===== config.mk =====
export PLATFORM = sky130hd
export DESIGN_NAME = adc_serial_conversion_timing
export DESIGN_NICKNAME = d
export VERILOG_FILES = /design/src/logic/adc_conv_pkg.sv /design/src/logic/adc_serial_conversion_timing.sv /design/src/logic/sample_fifo.sv
export VERILOG_INCLUDE_DIRS = /design/src /design/src/logic
export SDC_FILE = /design/constraint.sdc
export NUM_CORES = 1
export LEC_CHECK = 0
export BUFFER_PORTS_ARGS = -buffer_cell sky130_fd_sc_hd__buf_2
export CAP_MARGIN = 40
export CORE_UTILIZATION = 64
export CTS_BUF_LIST = sky130_fd_sc_hd__clkbuf_8
export DETAILED_ROUTE_END_ITERATION = 6
export MAX_ROUTING_LAYER = met4
export PLACE_DENSITY = 0.79
export RECOVER_POWER = 50
export SLEW_MARGIN = 0
export SYNTH_ARGS = -nofsm -noshare
export SYNTH_HDL_FRONTEND = slang
export SYNTH_SLANG_ARGS = --single-unit

===== constraint.sdc =====
create_clock -name core_clk_in -period 3.1 [get_ports core_clk_in]
set_input_delay 0.62 -clock core_clk_in [delete_from_list [all_inputs] [get_ports core_clk_in]]
set_output_delay 0.62 -clock core_clk_in [all_outputs]
set_load 0.005 [all_outputs]

===== src/logic/adc_conv_regs.svh =====
// Timing and framing constants of the serial converter interface
`ifndef ADC_CONV_REGS_SVH
`define ADC_CONV_REGS_SVH

`define CLK_PERIOD_NS 100
`define CONV_BITS 16
`define LEAD_ZEROS 4
`define RESULT_BITS 12
`define BIT_CNT_W 4
`define LAST_BIT 4'hF
`define FIFO_WORDS 8

`define T_QUIET_NS 100
`define T_ACQ_NS 300
`define T_ENABLE_NS 22
`define T_ACCESS_NS 40
`define T_RELMIN_NS 10
`define T_RELMAX_NS 45
`define T_CSREL_NS 20
`define T_WAKE_EXT_NS 20000
`define T_WAKE_INT_NS 650000

// Least times round up, longest times round down, never below one cycle
`define CYC_UP(ns) (((ns) + `CLK_PERIOD_NS - 1) / `CLK_PERIOD_NS)
`define CYC_DN(ns) ((((ns) / `CLK_PERIOD_NS) < 1) ? 1 : ((ns) / `CLK_PERIOD_NS))
`define QUIET_CYC `CYC_UP(`T_QUIET_NS)
`define ACQ_CYC `CYC_UP(`T_ACQ_NS)
`define GAP_CNT_W 4
`define WAKE_CNT_W 16

`endif


===== src/logic/adc_conv_pkg.sv =====
// Types shared by the converter control block
package adc_conv_pkg;
`include "adc_conv_regs.svh"

  typedef enum logic [1:0] {
    ST_IDLE  = 2'b00,
    ST_SHIFT = 2'b01,
    ST_DONE  = 2'b10
  } conv_state_t;

  typedef struct packed {
    logic [`RESULT_BITS-1:0] code;
  } sample_t;

  typedef struct packed {
    conv_state_t state;
    logic [1:0] cs_sync;
    logic [1:0] sclk_sync;
    logic cs_prev;
    logic sclk_prev;
    logic [`CONV_BITS-1:0] shreg;
    logic [`RESULT_BITS-1:0] word;
    logic [`BIT_CNT_W-1:0] bitcnt;
    logic [`GAP_CNT_W-1:0] gap_cnt;
    logic [`WAKE_CNT_W-1:0] wake_cnt;
    logic oe_n;
    logic dout;
    logic frame_done;
    logic missing;
    logic early;
  } conv_regs_t;

endpackage


===== src/logic/adc_serial_conversion_timing.sv =====
// Conversion framing and serial read-out of a 12-bit converter
`timescale 1ns/10ps
module adc_serial_conversion_timing
  import adc_conv_pkg::*;
#(
  parameter int FIFO_DEPTH = `FIFO_WORDS,
  parameter int WAKE_NS = `T_WAKE_INT_NS,
  parameter int WAKE_CYCLES = `CYC_UP(WAKE_NS)
) (
  input wire logic core_clk_in,
  input wire logic rst_n_in,
  input wire logic conv_sel_n_in,
  input wire logic sclk_in,
  input wire logic sample_valid_in,
  input wire sample_t sample_in,
  output logic sample_ready_out,
  output logic result_out,
  output logic result_oe_n_out,
  output logic busy_out,
  output logic frame_done_out,
  output logic missing_out,
  output logic early_start_out,
  output logic quiet_ok_out,
  output logic wake_done_out
);
  localparam logic [`GAP_CNT_W-1:0] ACQ_GAP = `GAP_CNT_W'(`ACQ_CYC);
  localparam logic [`GAP_CNT_W-1:0] QUIET_GAP = `GAP_CNT_W'(`QUIET_CYC);

  conv_regs_t st_ff;
  conv_regs_t nxt_st;
  sample_t fifo_word;
  logic fifo_valid;
  logic fifo_pop;
  logic cs_fall;
  logic cs_rise;
  logic sclk_fall;

  // Zero-padded frame, most significant bit leaves first
  function automatic logic [`CONV_BITS-1:0] frame_word(input logic [`RESULT_BITS-1:0] code);
    frame_word = {`LEAD_ZEROS'(0), code};
  endfunction

  sample_fifo #(
    .WIDTH($bits(sample_t)),
    .DEPTH(FIFO_DEPTH)
  ) u_fifo (
    .core_clk_in(core_clk_in),
    .rst_n_in(rst_n_in),
    .in_valid_in(sample_valid_in),
    .in_ready_out(sample_ready_out),
    .in_data_in(sample_in),
    .out_valid_out(fifo_valid),
    .out_ready_in(fifo_pop),
    .out_data_out(fifo_word)
  );

  // Edges seen on the second synchroniser stage only
  assign cs_fall = st_ff.cs_prev & ~st_ff.cs_sync[1];
  assign cs_rise = ~st_ff.cs_prev & st_ff.cs_sync[1];
  assign sclk_fall = st_ff.sclk_prev & ~st_ff.sclk_sync[1];
  assign fifo_pop = cs_fall & (st_ff.state != ST_SHIFT);

  // Whole next state of the block
  always_comb begin
    nxt_st = st_ff;
    nxt_st.cs_sync = {st_ff.cs_sync[0], conv_sel_n_in};
    nxt_st.sclk_sync = {st_ff.sclk_sync[0], sclk_in};
    nxt_st.cs_prev = st_ff.cs_sync[1];
    nxt_st.sclk_prev = st_ff.sclk_sync[1];
    nxt_st.frame_done = 1'b0;
    nxt_st.missing = 1'b0;
    nxt_st.early = 1'b0;
    // Wake wait only reports; gating results is left to the host
    if (st_ff.wake_cnt != '0) begin
      nxt_st.wake_cnt = st_ff.wake_cnt - `WAKE_CNT_W'(1);
    end
    if (st_ff.gap_cnt < ACQ_GAP) begin
      nxt_st.gap_cnt = st_ff.gap_cnt + `GAP_CNT_W'(1);
    end
    case (st_ff.state)
      ST_IDLE, ST_DONE: begin
        if (cs_fall) begin
          // Start conversion and take the line; an empty FIFO sends zeros
          nxt_st.state = ST_SHIFT;
          nxt_st.word = fifo_valid ? fifo_word.code : '0;
          nxt_st.shreg = frame_word(fifo_valid ? fifo_word.code : '0);
          nxt_st.dout = 1'b0;
          nxt_st.oe_n = 1'b0;
          nxt_st.bitcnt = '0;
          nxt_st.missing = ~fifo_valid;
          nxt_st.early = (st_ff.gap_cnt < ACQ_GAP);
        end else if (cs_rise) begin
          nxt_st.state = ST_IDLE;
        end
      end
      ST_SHIFT: begin
        if (cs_rise) begin
          // Select wins over a coincident clock edge
          nxt_st.oe_n = 1'b1;
          nxt_st.state = ST_IDLE;
          nxt_st.gap_cnt = '0;
        end else if (sclk_fall) begin
          if (st_ff.bitcnt == `LAST_BIT) begin
            nxt_st.oe_n = 1'b1;
            nxt_st.state = ST_DONE;
            nxt_st.frame_done = 1'b1;
            nxt_st.gap_cnt = '0;
          end else begin
            nxt_st.shreg = {st_ff.shreg[`CONV_BITS-2:0], 1'b0};
            nxt_st.dout = st_ff.shreg[`CONV_BITS-2];
            nxt_st.bitcnt = st_ff.bitcnt + `BIT_CNT_W'(1);
          end
        end
      end
      default: begin
        nxt_st.state = ST_IDLE;
        nxt_st.oe_n = 1'b1;
      end
    endcase
  end

  // Synchronisers idle high so no false start follows reset
  always_ff @(posedge core_clk_in or negedge rst_n_in) begin
    if (!rst_n_in) begin
      st_ff <= '{state: ST_IDLE, cs_sync: 2'h3, sclk_sync: 2'h3, cs_prev: 1'b1,
                 sclk_prev: 1'b1, shreg: '0, word: '0, bitcnt: '0,
                 gap_cnt: `GAP_CNT_W'(`ACQ_CYC), wake_cnt: `WAKE_CNT_W'(WAKE_CYCLES),
                 oe_n: 1'b1, dout: 1'b0, frame_done: 1'b0, missing: 1'b0, early: 1'b0};
    end else begin
      st_ff <= nxt_st;
    end
  end

  // All outputs straight from flip-flops, apart from decoded levels
  assign result_out = st_ff.dout;
  assign result_oe_n_out = st_ff.oe_n;
  assign busy_out = (st_ff.state == ST_SHIFT);
  assign frame_done_out = st_ff.frame_done;
  assign missing_out = st_ff.missing;
  assign early_start_out = st_ff.early;
  assign quiet_ok_out = (st_ff.gap_cnt >= ACQ_GAP) && (st_ff.gap_cnt >= QUIET_GAP);
  assign wake_done_out = (st_ff.wake_cnt == '0);
endmodule


===== src/logic/sample_fifo.sv =====
// Small synchronous FIFO for conversion results
`timescale 1ns/10ps
module sample_fifo #(
  parameter int WIDTH = 12,
  parameter int DEPTH = 8
) (
  input wire logic core_clk_in,
  input wire logic rst_n_in,
  input wire logic in_valid_in,
  output logic in_ready_out,
  input wire logic [WIDTH-1:0] in_data_in,
  output logic out_valid_out,
  input wire logic out_ready_in,
  output logic [WIDTH-1:0] out_data_out
);
  localparam int AW = (DEPTH > 1) ? $clog2(DEPTH) : 1;

  typedef struct packed {
    logic [AW-1:0] wr_ptr;
    logic [AW-1:0] rd_ptr;
    logic [AW:0] count;
  } fifo_regs_t;

  fifo_regs_t st_ff;
  fifo_regs_t nxt_st;
  logic [WIDTH-1:0] mem_ff [DEPTH];
  logic push;
  logic pop;

  // Honest flags straight from the occupancy count
  assign in_ready_out = (st_ff.count != (AW+1)'(DEPTH));
  assign out_valid_out = (st_ff.count != '0);
  assign out_data_out = mem_ff[st_ff.rd_ptr];
  assign push = in_valid_in & in_ready_out;
  assign pop = out_valid_out & out_ready_in;

  function automatic logic [AW-1:0] ptr_inc(input logic [AW-1:0] p);
    ptr_inc = (p == AW'(DEPTH - 1)) ? '0 : p + AW'(1);
  endfunction

  // Pointer and count update
  always_comb begin
    nxt_st = st_ff;
    if (push) begin
      nxt_st.wr_ptr = ptr_inc(st_ff.wr_ptr);
    end
    if (pop) begin
      nxt_st.rd_ptr = ptr_inc(st_ff.rd_ptr);
    end
    if (push && !pop) begin
      nxt_st.count = st_ff.count + (AW+1)'(1);
    end else if (pop && !push) begin
      nxt_st.count = st_ff.count - (AW+1)'(1);
    end
  end

  always_ff @(posedge core_clk_in or negedge rst_n_in) begin
    if (!rst_n_in) begin
      st_ff <= '0;
    end else begin
      st_ff <= nxt_st;
    end
  end

  // Storage has no reset; only written words are ever read
  always_ff @(posedge core_clk_in) begin
    if (push) begin
      mem_ff[st_ff.wr_ptr] <= in_data_in;
    end
  end
endmodule


==> impl_results.md, run 1 <==
* Initial antenna violation count at 0
* Iter 0 DRT Violations at 225
* Row count at 36
* H-tree depth at 4
* Final #Nets at 524
* Max Root-Sink Buffers at 2
* Yosys warning count at 0
* First-pass GRT wire length at 18900 um
* Largest net degree at the start of global routing at 25
* Worst path cell trace: or4_4 -> and3_4 -> inv_1 -> ha_1 -> inv_1 -> ha_1 -> a21o_1 -> a21oi_1 -> mux2i_1 -> xnor2_1
* Cell count after synthesis at 446
* Number of global-route vias before repair at 3734
* CP arrival at 3.22 ns
* # Post-CTS Setup Buffers at 0
* Global route overflow at 0
* Leak pwr at 2.82 nW
* CTS Buf Count at 17
* Total core area at 9860 um2
* Crit-path max cell delay at 0.58 ns
* Number of top-level pins at 26
* Status: complete, no violations
* Most frequent cell after synthesis: edfxtp_1
* Ys async rst share at 39.2%
* Clock skew at 0.00989 ns
* CP max FO at 14
* Initial Utilization at 66.7%
* Top_reg_cell synth: edfxtp_1
* RSZ-0062 raised after global routing: no
* Top cells by count, synth: 96 x edfxtp_1, 47 x dfrtp_1, 31 x nand2_1
* DIE HEIGHT at 103 um
* NetSw at 1.78 mW
* Netlist cell types at 56
* Startpoint type of the worst setup path: register
* CTS tree: done
* Die X at 103 um
* Area leader, netlist: edfxtp_1
* R2R setup slack at 0.24 ns
* Via-to-Cell Ratio at 5.87
* MaxCap Viol Count at 0
* Tmin final at 2.86 ns
* Antenna-violating nets left at 0
* Drt drc at 0
* Setup TNS at 0 ns
* Synth Net Count at 479
* Worst-path clk slew at 0.08 ns
* Port buffer count at 25
* Gr usage total at 26.1%
* Clk network pwr share at 25.2%
* Total power at 5.75 mW
* Peak supply drop at 0.000552 V
* Final period util at 92.1%
* Crit path kind: register to register
* Post-Route WL at 12000 um
* Pin slew with the least headroom to its limit at 1.29 ns
* Worst path top cell family by delay: simple AND/OR/NAND/NOR gates
* Yosys top cell area share at 43.8%
* Total clock sinks at 158
* Drt wl/cell at 18.8 um
* RePlAce Congestion at 0.768
* Area contributors post-synth: edfxtp_1 44%, dfrtp_1 18%, dfstp_2 6.0%, mux4_2 4.4%, mux2i_1 3.8%
* # hold bufs at CTS at 0
* Final Max Slew Viols at 0
* Setup Viol. Count Final at 0
* Net Sw Frac at 30.9%
* Synth Cell Area at 6580 um2
* Final hold vios at 0
* Hold Crit Class: input pin to register
* Share of power burned in registers at 51.0%
* FF+latch count, synth at 158
* Proportion of layout cells with a drive suffix above 1 at 19.2%
* Root buf cell: clkbuf_8
* Mean Syn Cell Area at 14.8 um2
* Vias post-DR at 3738
* Final HPWL DP at 7810 um
* Syn-to-layout area delta at 10.6%
* Internal power at 3.97 mW
* Slowest cell on the critical path: or4_4
* Power per cell area at 790 nW/um2
* Fmax achieved at 0.350 GHz
* Clock latency on the worst-skew pair at 0.44 ns
* Diodes inserted at 0
* Post-synth EDFFs at 96
* DIE AREA at 10700 um2
* Combinational share of power at 23.9%
* CP Capture Type: register
* Post-synthesis sequential area ratio at 67.6%
* Crit path required time at 3.47 ns
* Post_cts resized at 0
* Buf/Inv on CP at 2
* DR pass1 iterations at 5
* Slew headroom at 14.3%
-- cell usage in the layout (no fill, tap or decap), types with 5 or more instances in the layout --
master and n:
clkbuf_1 15, buf_2 12, edfxtp_1 96, nand2b_1 11, nor2b_1 5, clkbuf_8 17
o2111ai_1 6, inv_1 13, o21ai_0 7, nand3_1 15, dfstp_2 13, nor3_1 9
dfrtp_1 46, mux4_2 13, ha_1 15, nand2_1 31, mux2i_1 25, a21oi_1 19
buf_4 13, a32oi_1 5, nor2_1 27, xnor2_1 12, a22oi_1 5
-- cells by family (layout without fill, tap and decap cells) --
logic type | count (synthesis) | after routing | share of synthesized area, %
flops | 158 | 158 | 67.6
compound gates | 58 | 58 | 5.91
buf+inv | 29 | 87 | 2.26
xor+xnor | 16 | 16 | 2.13
simple gates | 129 | 129 | 10.3
mux | 40 | 40 | 8.59
fa+ha+maj | 16 | 16 | 3.16
-- layout make-up --
cell class	instances	area, um2
multi-input cells	259	2010
flip-flops and latches	158	4450
clock buffers	17	234
clock inverters	15	146
repair buffers	40	214
well taps	133	166
fillers	636	2580
inverters	15	56.3
-- power by group through the flow --
| stage | Clock [mW] | Sequential, mW | Combinational (mW) |
|---|---|---|---|
| after global routing | 1.56 | 2.98 | 1.52 |
| after global placement | 0 | 2.95 | 1.32 |
| after detailed placement | 0 | 2.97 | 1.38 |
| after floorplan | 0 | 2.81 | 1.10 |
| final | 1.45 | 2.93 | 1.37 |
| after CTS | 1.47 | 2.93 | 1.39 |
-- metrics by stage --
| stage | instance area (um2) | util, % | hold WS (ns) | cells | setup slack (ns) |
|---|---|---|---|---|---|
| 6_report | 7280 | 73.8 | 0.271 | 637 | 0.245 |
| 5_1_grt | 7280 | 73.8 | 0.241 | 637 | 0.103 |
| 4_1_cts | 7310 | 74.1 | 0.0735 | 637 | 0.244 |
| 3_5_place_dp | 6930 | 70.2 | 0.351 | 605 | 0.294 |
| 3_3_place_gp | 6930 | 70.2 | 0.346 | 605 | 0.422 |
| 2_1_floorplan | 6580 | - | 0.324 | 446 | 0.487 |
-- sequential cells by signal, indices dropped and copies added (netlist names) --
register / count
nxt_st: 4
result_oe_n_out: 1
st_ff: 43
u_fifo.mem_ff: 96
frame_done_out: 1
result_out: 1
early_start_out: 1
u_fifo.st_ff: 10
missing_out: 1
-- worst register-to-register path, stage by stage, from the launching register on --
cell     delay, ns
dfrtp_1       0.45
or4_4         0.58
and3_4        0.27
inv_1         0.14
ha_1          0.19
inv_1         0.10
ha_1          0.30
a21o_1        0.19
a21oi_1       0.18
mux2i_1       0.25
xnor2_1       0.13
-- worst paths after layout --
kind                       cells past startpoint       startpoint              end
setup reg to reg                              10  u_fifo.st_ff[1]  u_fifo.st_ff[3]
setup / recovery                              10  u_fifo.st_ff[1]  u_fifo.st_ff[3]
max in group asynchronous                      2         rst_n_in  u_fifo.st_ff[1]
hold / removal                                 1    conv_sel_n_in       nxt_st[62]
hold reg to reg                                0       nxt_st[62]       nxt_st[58]
min in group asynchronous                      1         rst_n_in        st_ff[45]
-- metal layers --
metal,vias up,track usage [%],routed length [um]
li1,1764,-,-
met2,81,40.9,6160
met4,0,8.13,67
met3,7,6.92,502
met1,1886,33.8,5260
met5,-,-,0
Power figures use the tool's default switching activity.
==> inputs of run 2 (changes only) <==
==> constraint.sdc (replaced) <==
create_clock -name core_clk_in -period 3.1 [get_ports core_clk_in]
set_input_delay 0.155 -clock core_clk_in [delete_from_list [all_inputs] [get_ports core_clk_in]]
set_output_delay 0.155 -clock core_clk_in [all_outputs]
set_load 0.005 [all_outputs]
==> impl_results.md, run 2 (synthesis results as in run 1) <==
* Die X at 103 um (unchanged)
* Number of top-level pins at 26 (unchanged)
* DIE AREA at 10700 um2 (unchanged)
* Max Root-Sink Buffers at 2 (unchanged)
* Dpl cell area at 6950 um2 (was 6930 um2)
* Row count at 36 (unchanged)
* Share of power burned in registers at 50.8% (was 51.0%)
* MaxCap Viol Count at 1 (was 0)
* Peak supply drop at 0.000496 V (was 0.000552 V)
* H-tree depth at 4 (unchanged)
* Slew headroom at -24.9% (was 14.3%)
* Vias post-DR at 3838 (was 3738)
* Largest net degree at the start of global routing at 37 (was 25)
* Via-to-Cell Ratio at 5.88 (was 5.87)
* Diodes inserted at 0 (unchanged)
* Number of global-route vias before repair at 3703 (was 3734)
* Layout Cell Area excl Fill at 7460 um2 (was 7280 um2)
* Initial antenna violation count at 0 (unchanged)
* Root buf cell: clkbuf_8 (unchanged)
* # hold bufs at CTS at 15 (was 0)
* Final HPWL DP at 7870 um (was 7810 um)
* Final hold vios at 0 (unchanged)
* RePlAce Congestion at 0.791 (was 0.768)
* Final core occ at 75.6% (was 73.8%)
* Failing checks: capacitance limit, slew limit
* Combinational share of power at 23.6% (was 23.9%)
* Clk network pwr share at 25.5% (was 25.2%)
* First-pass GRT wire length at 18700 um (was 18900 um)
* Proportion of layout cells with a drive suffix above 1 at 19.2% (about the same)
* Setup Viol. Count Final at 0 (unchanged)
* Power per cell area at 782 nW/um2 (was 790 nW/um2)
* Leak pwr at 2.92 nW (was 2.82 nW)
* Final #Nets at 540 (was 524)
* Initial Utilization at 66.7% (unchanged)
* Iter 0 DRT Violations at 169 (was 225)
* Final Max Slew Viols at 37 (was 0)
* CP max FO at 14 (unchanged)
* Startpoint type of the worst setup path: register (unchanged)
* DIE HEIGHT at 103 um (unchanged)
* CTS tree: done (unchanged)
* CP arrival at 3.19 ns (was 3.22 ns)
* Gr usage total at 25.8% (was 26.1%)
* Post_cts resized at 0 (unchanged)
* Max reg flops at 96 (unchanged)
* Total core area at 9860 um2 (unchanged)
* Reg with most FFs: u_fifo.mem_ff (unchanged)
* Clock skew at 0.0131 ns (was 0.00989 ns)
* Final WS setup at 0.288 ns (was 0.245 ns)
* Crit path required time at 3.48 ns (was 3.47 ns)
* Most frequent cells in the layout: 96 x edfxtp_1, 46 x dfrtp_1, 31 x nand2_1, 27 x nor2_1, 25 x mux2i_1 (unchanged)
* Syn-to-layout area delta at 13.3% (was 10.6%)
* Antenna-violating nets left at 0 (unchanged)
* NetSw at 1.76 mW (was 1.78 mW)
* CTS Buf Count at 17 (unchanged)
* Global route overflow at 0 (unchanged)
* # Post-CTS Setup Buffers at 0 (unchanged)
* Internal power at 4.07 mW (was 3.97 mW)
* DR pass1 iterations at 5 (unchanged)
* Crit path kind: register to register (unchanged)
* Port buffer count at 25 (unchanged)
* Fmax achieved at 0.356 GHz (was 0.350 GHz)
* Setup TNS at 0 ns (unchanged)
* Most common cell after layout, fill and taps aside: edfxtp_1 (unchanged)
* Pin slew with the least headroom to its limit at 1.87 ns (was 1.29 ns)
* Status: finished, violations left (was complete, no violations)
* Drt wl/cell at 18.6 um (was 18.8 um)
* Hold Crit Class: input pin to async pin (was input pin to register)
* Biggest regs: u_fifo.mem_ff x96, st_ff x43, u_fifo.st_ff x10 (unchanged)
* Net Sw Frac at 30.3% (was 30.9%)
* Clock latency on the worst-skew pair at 0.45 ns (was 0.44 ns)
* Post-Route WL at 12200 um (was 12000 um)
* Post-place setup slack at 0.317 ns (was 0.294 ns)
* Final period util at 90.7% (was 92.1%)
* Total clock sinks at 158 (unchanged)
* Worst-path clk slew at 0.09 ns (was 0.08 ns)
* RSZ-0062 raised after global routing: no (unchanged)
* Drt drc at 0 (unchanged)
* Tmin final at 2.81 ns (was 2.86 ns)
* CP Capture Type: register (unchanged)
* Total power at 5.83 mW (was 5.75 mW)
[run 2: changes by cell type in the layout (fill, tap and decap cells not counted)]
cell           previous run  this run
buf_4                    13        12
buf_6                     0         2
bufinv_16                 2         3
clkbuf_1                 15        14
clkbuf_2                  0         1
clkinv_1                  4         1
clkinv_2                  0         5
clkinv_4                  4         0
clkinvlp_2                1         0
clkinvlp_4                3         2
dlygate4sd3_1             0        15
inv_1                    13        15
inv_4                     0         2
inv_6                     1         0
[run 2: layer usage]
metal  vias to the layer above  share of wire, %  track usage, %
li1                       1799                 -               -
met1                      1921                43            33.1
met2                        96                50            39.3
met3                        22               5.9            7.39
met4                         0               1.6            10.6
met5                         -                 0               -
[run 2: power by group through the flow]
| stage | clock [mW] | sequential (mW) | combinational, mW |
|---|---|---|---|
| after CTS | 1.52 | 2.96 | 1.40 |
| after floorplan | 0 | 2.81 | 1.10 |
| after global routing | 1.60 | 3.00 | 1.51 |
| after detailed placement | 0 | 3.00 | 1.37 |
| final | 1.49 | 2.96 | 1.38 |
| after global placement | 0 | 2.97 | 1.30 |
[run 2: stage by stage]
step                std cells  hold WS (ns)
finish                    653        0.0933
global route              653        0.0878
floorplan                 446        -0.141
detailed placement        606       -0.0101
CTS                       653        0.0439
global placement          603         0.260
[run 2: critical path, stage by stage, from the launching register on]
cell     delay [ns]
dfrtp_1        0.46
or4_4          0.55
and3_4         0.27
inv_1          0.15
ha_1           0.19
inv_1          0.09
ha_1           0.29
a21o_1         0.19
a21oi_1        0.17
mux2i_1        0.23
xnor2_1        0.13
[run 2: final timing paths]
kind | start | end | slack, ns | cells after the start
worst max register to register | u_fifo.st_ff[0] | u_fifo.st_ff[3] | 0.29 | 10
worst min register to register | nxt_st[60] | nxt_st[57] | 0.36 | 0
max in group asynchronous | rst_n_in | st_ff[10] | 0.62 | 4
worst min-delay path | rst_n_in | st_ff[46] | 0.09 | 2
min in group core_clk_in | sample_valid_in | u_fifo.st_ff[8] | 0.16 | 3
worst max-delay path | u_fifo.st_ff[0] | u_fifo.st_ff[3] | 0.29 | 10
[run 2: area by class of cell]
type / count / area [um2]
fillers: 594 / 2410
inverters: 15 / 56.3
clock buffers: 17 / 234
well taps: 133 / 166
clock inverters: 15 / 154
multi-input cells: 259 / 2010
flip-flops and latches: 158 / 4450
repair buffers: 56 / 380
